File: config.mk
export PLATFORM = sky130hd
export DESIGN_NAME = tcsi_channel
export DESIGN_NICKNAME = d
export VERILOG_FILES = /design/src/pkg/tcsi_pkg.sv /design/src/core/tcsi_channel.sv
export SDC_FILE = /design/constraint.sdc
export NUM_CORES = 1
export LEC_CHECK = 0
export ABC_CLOCK_PERIOD_IN_PS = 5000
export BUFFER_PORTS_ARGS = -buffer_cell sky130_fd_sc_hd__buf_2
export CORE_ASPECT_RATIO = 2
export CORE_MARGIN = 5
export CORE_UTILIZATION = 45
export DETAILED_ROUTE_END_ITERATION = 6
export PLACE_DENSITY = 0.71
export SYNTH_ARGS = -nofsm -noshare
export SYNTH_HDL_FRONTEND = slang
export SYNTH_SLANG_ARGS = --single-unit
export TNS_END_PERCENT = 100
File: constraint.sdc
create_clock -name ref_clk_i -period 5 [get_ports ref_clk_i]
set_input_delay 1 -clock ref_clk_i [delete_from_list [all_inputs] [get_ports ref_clk_i]]
set_output_delay 1 -clock ref_clk_i [all_outputs]
set_load 0.02 [all_outputs]
File: src/pkg/tcsi_pkg.sv
// Constants, field layout and carrier types of the timer channel register block
package tcsi_pkg;

   // ****************************************
   // Register byte addresses
   // ****************************************
   localparam logic [7:0] TCSI_OFF_MODE = 8'h04;
   localparam logic [7:0] TCSI_OFF_COUNT = 8'h10;
   localparam logic [7:0] TCSI_OFF_REG_A = 8'h14;
   localparam logic [7:0] TCSI_OFF_REG_B = 8'h18;
   localparam logic [7:0] TCSI_OFF_REG_C = 8'h1c;
   localparam logic [7:0] TCSI_OFF_SR = 8'h20;
   localparam logic [7:0] TCSI_OFF_IER = 8'h24;
   localparam logic [7:0] TCSI_OFF_IDR = 8'h28;
   localparam logic [7:0] TCSI_OFF_IMR = 8'h2c;

   // ****************************************
   // Field positions
   // ****************************************
   localparam int TCSI_MODE_WAVE_BIT = 0;
   localparam int TCSI_SR_CLK_BIT = 16;
   localparam int TCSI_SR_LINE_A_BIT = 17;
   localparam int TCSI_SR_LINE_B_BIT = 18;

   // ****************************************
   // Values after reset
   // ****************************************
   localparam logic TCSI_MODE_RST = 1'h0;
   localparam logic [15:0] TCSI_REG_RST = 16'h0000;
   localparam logic [7:0] TCSI_FLAG_RST = 8'h00;
   localparam logic [7:0] TCSI_MASK_RST = 8'h00;

   // Flags that only mean something in one mode
   localparam logic [7:0] TCSI_CAPTURE_ONLY = 8'h62;
   localparam logic [7:0] TCSI_WAVE_ONLY = 8'h0c;

   // ****************************************
   // Carrier types
   // ****************************************
   // Sticky event flags, laid out as status bits 7 down to 0
   typedef struct packed {
      logic ext_trigger_flag;
      logic load_b_flag;
      logic load_a_flag;
      logic cmp_c_flag;
      logic cmp_b_flag;
      logic cmp_a_flag;
      logic load_overrun_flag;
      logic overflow_flag;
   } tcsi_evt_t;

   // Avalon-MM slave request
   typedef struct packed {
      logic [7:0] address;
      logic read;
      logic write;
      logic [31:0] writedata;
      logic [3:0] byteenable;
   } tcsi_avs_req_t;

endpackage

File: src/core/tcsi_channel.sv
// Register-facing part of one 16-bit timer channel: values, sticky flags, mirrors and interrupt mask
//
// Behaviour
// - Counter register reads live 16-bit count, upper zero
// - A and B read-only in capture, writable in waveform
// - A and B reads return current content immediately
// - C readable and writable in both modes
// - Bit 0 sets on overflow, clears on status read
// - Bit 1 flags double load without read, capture only
// - Bits 2,3 flag A/B compare in waveform only
// - Bit 4 flags C compare in both modes
// - Bits 5,6 flag A/B capture load, capture only
// - Bit 7 flags external trigger, clears on read
// - Bit 16 shows counter clock enabled state
// - Bit 17 mirrors line A, pin or driven
// - Bit 18 mirrors line B, pin or driven
// - Enable register ones set mask bits
// - Disable register ones clear mask bits
// - Mask register reads enabled sources
// - Mode bit 0 capture, 1 waveform
//
// The implementer's own choices: the register offsets and register access over Avalon-MM.
`timescale 1ns/1ns
module tcsi_channel
   import tcsi_pkg::*;
(
   input wire logic ref_clk_i,
   input wire logic reset_i,
   input wire logic [7:0] avs_address_i,
   input wire logic avs_read_i,
   input wire logic avs_write_i,
   input wire logic [31:0] avs_writedata_i,
   input wire logic [3:0] avs_byteenable_i,
   output logic [31:0] avs_readdata_o,
   output logic avs_waitrequest_o,
   input wire logic [15:0] counter_now_i,
   input wire logic count_step_i,
   input wire logic overflow_i,
   input wire logic capture_a_i,
   input wire logic capture_b_i,
   input wire logic ext_trigger_i,
   input wire logic counter_clock_on_i,
   input wire logic drive_a_i,
   input wire logic drive_b_i,
   input wire logic channel_line_a_i,
   input wire logic channel_line_b_i,
   output logic waveform_mode_o,
   output logic [15:0] reg_a_value_o,
   output logic [15:0] reg_b_value_o,
   output logic [15:0] reg_c_value_o,
   output logic irq_o
);

   // ****************************************
   // Helper functions
   // ****************************************
   // Merge a bus write into a 16-bit register by byte lane
   function automatic logic [15:0] tcsi_merge16(input logic [15:0] old_v, input logic [31:0] wdata,
                                                input logic [3:0] be);
      logic [15:0] res;
      res = old_v;
      if (be[0])
      begin
         res[7:0] = wdata[7:0];
      end
      if (be[1])
      begin
         res[15:8] = wdata[15:8];
      end
      return res;
   endfunction

   // Flags valid in the current mode
   function automatic logic [7:0] tcsi_valid(input logic wave);
      logic [7:0] res;
      res = wave ? ~TCSI_CAPTURE_ONLY : ~TCSI_WAVE_ONLY;
      return res;
   endfunction

   // ****************************************
   // Declarations
   // ****************************************
   tcsi_avs_req_t req;
   logic ack_q;
   logic acc_rd;
   logic acc_wr;
   logic [31:0] rdata_q;
   logic [31:0] rdata_d;
   logic wave_q;
   logic [15:0] reg_a_q;
   logic [15:0] reg_b_q;
   logic [15:0] reg_c_q;
   logic unread_a_q;
   logic unread_b_q;
   tcsi_evt_t flags_q;
   tcsi_evt_t flags_d;
   tcsi_evt_t evt_set;
   logic [7:0] flag_clr;
   logic [7:0] mask_q;
   logic [1:0] line_a_sync_q;
   logic [1:0] line_b_sync_q;
   logic line_a_level;
   logic line_b_level;
   logic load_a;
   logic load_b;
   logic [31:0] status_word;

   assign req.address = avs_address_i;
   assign req.read = avs_read_i;
   assign req.write = avs_write_i;
   assign req.writedata = avs_writedata_i;
   assign req.byteenable = avs_byteenable_i;

   // ****************************************
   // Avalon-MM handshake
   // ****************************************
   // Every access answers one cycle after it is presented
   assign avs_waitrequest_o = (req.read | req.write) & ~ack_q;
   assign acc_rd = req.read & ack_q;
   assign acc_wr = req.write & ack_q;

   always_ff @(posedge ref_clk_i)
   begin
      if (reset_i)
      begin
         ack_q <= 1'b0;
      end
      else
      begin
         ack_q <= (req.read | req.write) & ~ack_q;
      end
   end

   // ****************************************
   // Mode bit
   // ****************************************
   always_ff @(posedge ref_clk_i)
   begin
      if (reset_i)
      begin
         wave_q <= TCSI_MODE_RST;
      end
      else if (acc_wr && req.address == TCSI_OFF_MODE && req.byteenable[0])
      begin
         wave_q <= req.writedata[TCSI_MODE_WAVE_BIT];
      end
   end

   assign waveform_mode_o = wave_q;

   // ****************************************
   // Registers A, B and C
   // ****************************************
   // Captures only happen in capture mode
   assign load_a = capture_a_i & ~wave_q;
   assign load_b = capture_b_i & ~wave_q;

   always_ff @(posedge ref_clk_i)
   begin
      if (reset_i)
      begin
         reg_a_q <= TCSI_REG_RST;
      end
      else if (load_a)
      begin
         reg_a_q <= counter_now_i;
      end
      else if (acc_wr && wave_q && req.address == TCSI_OFF_REG_A)
      begin
         reg_a_q <= tcsi_merge16(reg_a_q, req.writedata, req.byteenable);
      end
   end

   always_ff @(posedge ref_clk_i)
   begin
      if (reset_i)
      begin
         reg_b_q <= TCSI_REG_RST;
      end
      else if (load_b)
      begin
         reg_b_q <= counter_now_i;
      end
      else if (acc_wr && wave_q && req.address == TCSI_OFF_REG_B)
      begin
         reg_b_q <= tcsi_merge16(reg_b_q, req.writedata, req.byteenable);
      end
   end

   always_ff @(posedge ref_clk_i)
   begin
      if (reset_i)
      begin
         reg_c_q <= TCSI_REG_RST;
      end
      else if (acc_wr && req.address == TCSI_OFF_REG_C)
      begin
         reg_c_q <= tcsi_merge16(reg_c_q, req.writedata, req.byteenable);
      end
   end

   assign reg_a_value_o = reg_a_q;
   assign reg_b_value_o = reg_b_q;
   assign reg_c_value_o = reg_c_q;

   // Unread tracking for load overrun; a new load wins over a read in the same cycle
   always_ff @(posedge ref_clk_i)
   begin
      if (reset_i)
      begin
         unread_a_q <= 1'b0;
         unread_b_q <= 1'b0;
      end
      else
      begin
         unread_a_q <= load_a | (unread_a_q & ~(acc_rd && req.address == TCSI_OFF_REG_A));
         unread_b_q <= load_b | (unread_b_q & ~(acc_rd && req.address == TCSI_OFF_REG_B));
      end
   end

   // ****************************************
   // Line synchronisers
   // ****************************************
   always_ff @(posedge ref_clk_i)
   begin
      if (reset_i)
      begin
         line_a_sync_q <= 2'h0;
         line_b_sync_q <= 2'h0;
      end
      else
      begin
         line_a_sync_q <= {line_a_sync_q[0], channel_line_a_i};
         line_b_sync_q <= {line_b_sync_q[0], channel_line_b_i};
      end
   end

   assign line_a_level = wave_q ? drive_a_i : line_a_sync_q[1];
   assign line_b_level = wave_q ? drive_b_i : line_b_sync_q[1];

   // ****************************************
   // Sticky event flags
   // ****************************************
   always_comb
   begin
      evt_set.overflow_flag = overflow_i;
      evt_set.load_overrun_flag = (load_a & unread_a_q) | (load_b & unread_b_q);
      evt_set.cmp_a_flag = count_step_i & (counter_now_i == reg_a_q);
      evt_set.cmp_b_flag = count_step_i & (counter_now_i == reg_b_q);
      evt_set.cmp_c_flag = count_step_i & (counter_now_i == reg_c_q);
      evt_set.load_a_flag = load_a;
      evt_set.load_b_flag = load_b;
      evt_set.ext_trigger_flag = ext_trigger_i;
   end

   // Status read clears all event flags; a write of ones clears the chosen ones
   always_comb
   begin
      flag_clr = 8'h00;
      if (acc_rd && req.address == TCSI_OFF_SR)
      begin
         flag_clr = 8'hff;
      end
      else if (acc_wr && req.address == TCSI_OFF_SR && req.byteenable[0])
      begin
         flag_clr = req.writedata[7:0];
      end
      // Set wins over clear; flags of the other mode never set
      flags_d = tcsi_evt_t'(((flags_q & ~flag_clr) | evt_set) & tcsi_valid(wave_q));
   end

   always_ff @(posedge ref_clk_i)
   begin
      if (reset_i)
      begin
         flags_q <= tcsi_evt_t'(TCSI_FLAG_RST);
      end
      else
      begin
         flags_q <= flags_d;
      end
   end

   // ****************************************
   // Interrupt mask
   // ****************************************
   always_ff @(posedge ref_clk_i)
   begin
      if (reset_i)
      begin
         mask_q <= TCSI_MASK_RST;
      end
      else if (acc_wr && req.byteenable[0] && req.address == TCSI_OFF_IER)
      begin
         mask_q <= mask_q | req.writedata[7:0];
      end
      else if (acc_wr && req.byteenable[0] && req.address == TCSI_OFF_IDR)
      begin
         mask_q <= mask_q & ~req.writedata[7:0];
      end
   end

   always_ff @(posedge ref_clk_i)
   begin
      if (reset_i)
      begin
         irq_o <= 1'b0;
      end
      else
      begin
         irq_o <= |(flags_d & mask_q);
      end
   end

   // ****************************************
   // Read data
   // ****************************************
   always_comb
   begin
      status_word = 32'h0000_0000;
      status_word[7:0] = flags_q & tcsi_valid(wave_q);
      status_word[TCSI_SR_CLK_BIT] = counter_clock_on_i;
      status_word[TCSI_SR_LINE_A_BIT] = line_a_level;
      status_word[TCSI_SR_LINE_B_BIT] = line_b_level;
   end

   // Sampled in the waiting cycle, stands through the answering edge
   always_comb
   begin
      rdata_d = 32'h0000_0000;
      case (req.address)
         TCSI_OFF_MODE: rdata_d[TCSI_MODE_WAVE_BIT] = wave_q;
         TCSI_OFF_COUNT: rdata_d[15:0] = counter_now_i;
         TCSI_OFF_REG_A: rdata_d[15:0] = load_a ? counter_now_i : reg_a_q;
         TCSI_OFF_REG_B: rdata_d[15:0] = load_b ? counter_now_i : reg_b_q;
         TCSI_OFF_REG_C: rdata_d[15:0] = reg_c_q;
         TCSI_OFF_SR: rdata_d = status_word;
         TCSI_OFF_IMR: rdata_d[7:0] = mask_q;
         default: rdata_d = 32'h0000_0000;
      endcase
   end

   always_ff @(posedge ref_clk_i)
   begin
      if (reset_i)
      begin
         rdata_q <= 32'h0000_0000;
      end
      else if (req.read && !ack_q)
      begin
         rdata_q <= rdata_d;
      end
   end

   assign avs_readdata_o = rdata_q;

endmodule

== Yosys cells after proc, flatten, opt, wreduce, memory -nomap -nowiden ==
Cells that the tools add are included.

* Register bits: 105
* Output and inout port bits: 83
* Word-level logic and storage cells: 113

* Equal/unequal tests: 12
* Mux-type cells: 19
* Bitwise gates (word level): 29
* Reductions and logical operators: 30

{| class="wikitable"
|+ Operators with widths
! kind !! number
|-
| $mux 16 || 6
|-
| $eq 16x16->1 || 3
|-
| $mux 8 || 6
|-
| $pmux 7 s6 || 1
|-
| $and 8x8->8 || 5
|-
| $eq 8x5->1 const B || 4
|-
| $eq 8x6->1 const B || 4
|-
| $pmux 8 s4 || 1
|-
| $not 8->8 || 2
|-
| $or 8x8->8 || 2
|-
| $logic_and 1x1->1 || 15
|-
| $reduce_bool 2->1 || 7
|-
| $and 1x1->1 || 12
|-
| $reduce_and 2->1 || 6
|-
| $eq 8x3->1 const B || 1
|-
| $reduce_or 8->1 || 1
|-
| $mux 7 || 1
|-
| $pmux 1 s7 || 1
|-
| $not 1->1 || 4
|-
| $or 1x1->1 || 4
|-
| $mux 3 || 1
|-
| $mux 1 || 2
|-
| $logic_not 1->1 || 1
|}

== Logic depth before layout (Yosys ltp) ==
* Depth after elaboration: 11
* Mapped depth: 9
* Gate-level depth less buffers: 6

== Least setup slack after synthesis ==
Ideal clock, no wire load.

* Kind: input to output
* Start: input port avs_write_i
* End: output port avs_waitrequest_o
* Data arrival time: 1700 ps
* Path slack: 2300 ps
* Stages: 3
* Cells stage by stage: clkbuf_1 -> nor2_1 -> nor2_1

* Longest elaborated chain between the ends: 2

{| class="wikitable"
|+ Ends and longest elaborated chain
! what !! RTL line !! text
|-
| start: declaration || tcsi_channel.sv:31 || <nowiki>input wire logic avs_write_i,</nowiki>
|-
| $or 1x1->1 || tcsi_channel.sv:118 || <nowiki>assign avs_waitrequest_o = (req.read | req.write) & ~ack_q;</nowiki>
|-
| $and 1x1->1 || tcsi_channel.sv:118 ||
|-
| end: declaration || tcsi_channel.sv:35 || <nowiki>output logic avs_waitrequest_o,</nowiki>
|}

Every way passes these cells.

== Worst setup path in the final report ==
* Start: register wave_q (netlist: waveform_mode_o)
* End: register rdata_q[1] (netlist: avs_readdata_o[1])

* Longest elaborated chain between the ends: 4
* Elaborated cells between the ends (all ways): 8
* Those cells by class: mux (4); bitwise (4)

{| class="wikitable"
|+ Ends and longest elaborated chain
! what !! RTL line !! text
|-
| start: declaration || tcsi_channel.sv:89 || <nowiki>logic wave_q;</nowiki>
|-
| start signal: assignment || tcsi_channel.sv:145 || <nowiki>wave_q <= req.writedata[TCSI_MODE_WAVE_BIT];</nowiki>
|-
| $not 1->1 || tcsi_channel.sv:155, tcsi_channel.sv:156 ||
|-
| $and 1x1->1, on equally long branches || tcsi_channel.sv:156, tcsi_channel.sv:155 ||
|-
| $mux 16, on equally long branches || tcsi_channel.sv:335, tcsi_channel.sv:334 ||
|-
| $pmux 7 s6 (*) || tcsi_channel.sv:331 || <nowiki>case (req.address)</nowiki>
|-
| end signal: assignment || tcsi_channel.sv:351 || <nowiki>rdata_q <= rdata_d;</nowiki>
|-
| end: declaration || tcsi_channel.sv:87 || <nowiki>logic [31:0] rdata_q;</nowiki>
|}

Every way passes the cells marked *; elsewhere a longest branch is shown, timed or not.
A chain may end at the register's enable or synchronous reset.

==> reports/results.ini <==
[run_status]
status=completed

[setup_path]
crit_required_ns=5.18
slowest_stage=dfxtp_1
cp_top_family=compound AO/OA/AOI/OAI gates
crit_chain=nand2b_1, buf_4, nand2_2, mux2i_1, o22ai_1, a221oi_1, a211oi_1
crit_fanout=30
end_kind=flop
critPathLaunchType=flop
cpPeakStageDelay_ns=0.83
arrival_ns=3.29
worst-path-buf-inv=1
critPathKind=flop to flop

[route]
route.detailed.drc=0
post_drt_wl_per_cell_um=19.9
viasPerCell=5.80
routed_wl_um=17500
via_count=5096
firstDrtPassIters=5
ant_nets=0
drtIter0Drc=393

[floorplan]
start_util=0.457
num_io_pins=157
dieArea_um2=13800
core_um2=11300
die_h_um=161
fp.dieW_um=85.7
rows=55

[cells_and_area]
area_growth_pct=17.7
final_nets=805
nFillCells=1110
utilization=0.538
final_cell_mix=125 x buf_2, 92 x dfxtp_1, 85 x nand2_1
drive_above_1_share=0.233
final_common_cell=buf_2

[pwr]
vdd_ir_drop_max_mv=0.187
power.leakage_uw=0.00280
pwr_density_cell_nw_per_um2=305
p_int_uw=1360
p_sw_uw=497
swShare=0.268
power_frac_clock=0.425
totalPowerFinal_uw=1850
combPwrFrac=0.146
seq_power_share=0.429

[min_path]
hold_class=flop to flop

[logic_synthesis]
syn_inst=646
ys_ff_latch=92
yosys_warnings=0
yosysUniqueCellTypes=54
syn_area_um2=5150
yosysSeqAreaShare=0.357
synth-main-ff-cell=dfxtp_1
netlist_top_cells_area=dfxtp_1 36%, xor2_1 8.0%, mux2i_1 8.0%, nand2_1 6.2%, a21oi_1 5.5%
synth-edff-count=0
synth_area_leader_cell=dfxtp_1
ys_async_sr_fraction=0
yosysTopAreaCellShare=0.357
avgSynthCellArea_um2=7.98

[cts]
clockBufferDepth=2
cts_setup_buffers=0
cts_resized=0
worstSkewPairLatency_ns=0.35
cts_tree=yes
root_buffer=clkbuf_16
cts.clk_slew.worst_paths_ns=0.06
clock-sinks=92
htreeDepth=3
cts-hold-fix-buffers=0
cts_made_buffers=9

[sta]
maxSlewHeadroom=0.266
finalHoldViolCount=0
setup_violations=0
fmax_mhz=322
drv_slew=0
worst_pin_slew_ns=1.10
rsz0062_at_grt=no
period_minus_slack_ns=3.10
finalCritPeriodShare=0.621
fin_worst_skew_ns=0.00647
fin_setup_tns_ns=0

[global_routing]
antenna_found_initial=1
grt_use_total=0.256
grt_max_degree=59
grt_pass1_vias=5182
grt_pass1_wl_um=27500
grt.overflow.total=0

[placement]
dp_hpwl_um=13100
place.gp.congestion=0.991
io_buffers=125

[run]
drv_cap=0

-- layer usage --
layer	GRT usage	up-vias	part of all wire
li1	-	2402	-
met5	0	-	0
met2	0.431	246	0.51
met1	0.281	2375	0.35
met3	0.0383	73	0.062
met4	0.201	0	0.080
-- Yosys cell counts (4+ instances only) --
master and n:
dfxtp_1 92, mux2i_1 41, xor2_1 47, a211oi_1 28
o21ai_0 17, clkbuf_1 41, a2111oi_0 8, nor3_1 15
buf_2 11, a21oi_1 57, nor2_1 73, nand2_1 85
nand3_1 8, inv_1 13, mux2_2 8, nor4_1 9
o22ai_1 4, nor2b_1 8, a31oi_1 12, buf_4 13
nand4_1 6
-- path summary, 6_finish.rpt --
path                                     start                        endpoint  slack, ns  cells past startpoint
hold reg to reg    line_a_sync_q[0]$_SDFF_PP0_     line_a_sync_q[1]$_SDFF_PP0_       0.45                      1
setup / recovery  waveform_mode_o$_SDFFE_PP0P_  avs_readdata_o[1]$_SDFFE_PP0P_       1.90                      7
hold / removal     line_a_sync_q[0]$_SDFF_PP0_     line_a_sync_q[1]$_SDFF_PP0_       0.45                      1
setup reg to reg  waveform_mode_o$_SDFFE_PP0P_  avs_readdata_o[1]$_SDFFE_PP0P_       1.90                      7
-- logic make-up after synthesis --
logic type	share of synthesized area
xor gates and xnor gates	0.0816
buffers and inverters	0.0711
other	0.000728
muxes	0.0971
and+or+nand+nor	0.212
AOI/OAI and AO/OA	0.180
DFF	0.357
-- stage by stage --
step | cell area [um^2] | std cells | hold WS, ns | setup slack (ns)
after CTS | 6060 | 877 | 0.457 | 1.96
final | 6070 | 878 | 0.446 | 1.90
after floorplan | 5200 | 658 | 0.414 | 2.30
after global placement | 5720 | 862 | 0.425 | 1.80
after detailed placement | 5720 | 862 | 0.448 | 1.76
after global routing | 6070 | 878 | 0.461 | 1.75
-- registers in the layout, indices dropped and copies added (netlist names), named ones only --
register / count
line_b_sync_q: 2
irq_o: 1
flags_q: 8
unread_b_q: 1
reg_b_value_o: 16
waveform_mode_o: 1
ack_q: 1
line_a_sync_q: 2
reg_a_value_o: 16
unread_a_q: 1
avs_readdata_o: 19
reg_c_value_o: 16
-- layout make-up --
type / instances / area (um^2) / share of cell area
clock buffer: 11 / 243 / 0.0400
sequential: 92 / 1840 / 0.304
clock inverter: 4 / 97.6 / 0.0161
timing repair buffer: 130 / 663 / 0.109
inverter: 13 / 48.8 / 0.00804
multi-input combinational: 485 / 2990 / 0.493
tap: 142 / 178 / 0.0293
antenna: 1 / 2.50 / 0.000412
-- power groups by stage --
stage	sequential [uW]	combinational, uW	clock, uW
final	795	271	787
after global routing	798	294	829
after CTS	794	270	797
after detailed placement	811	268	0
after global placement	810	264	0
after floorplan	832	153	0
(Power assumes the default switching activity.)
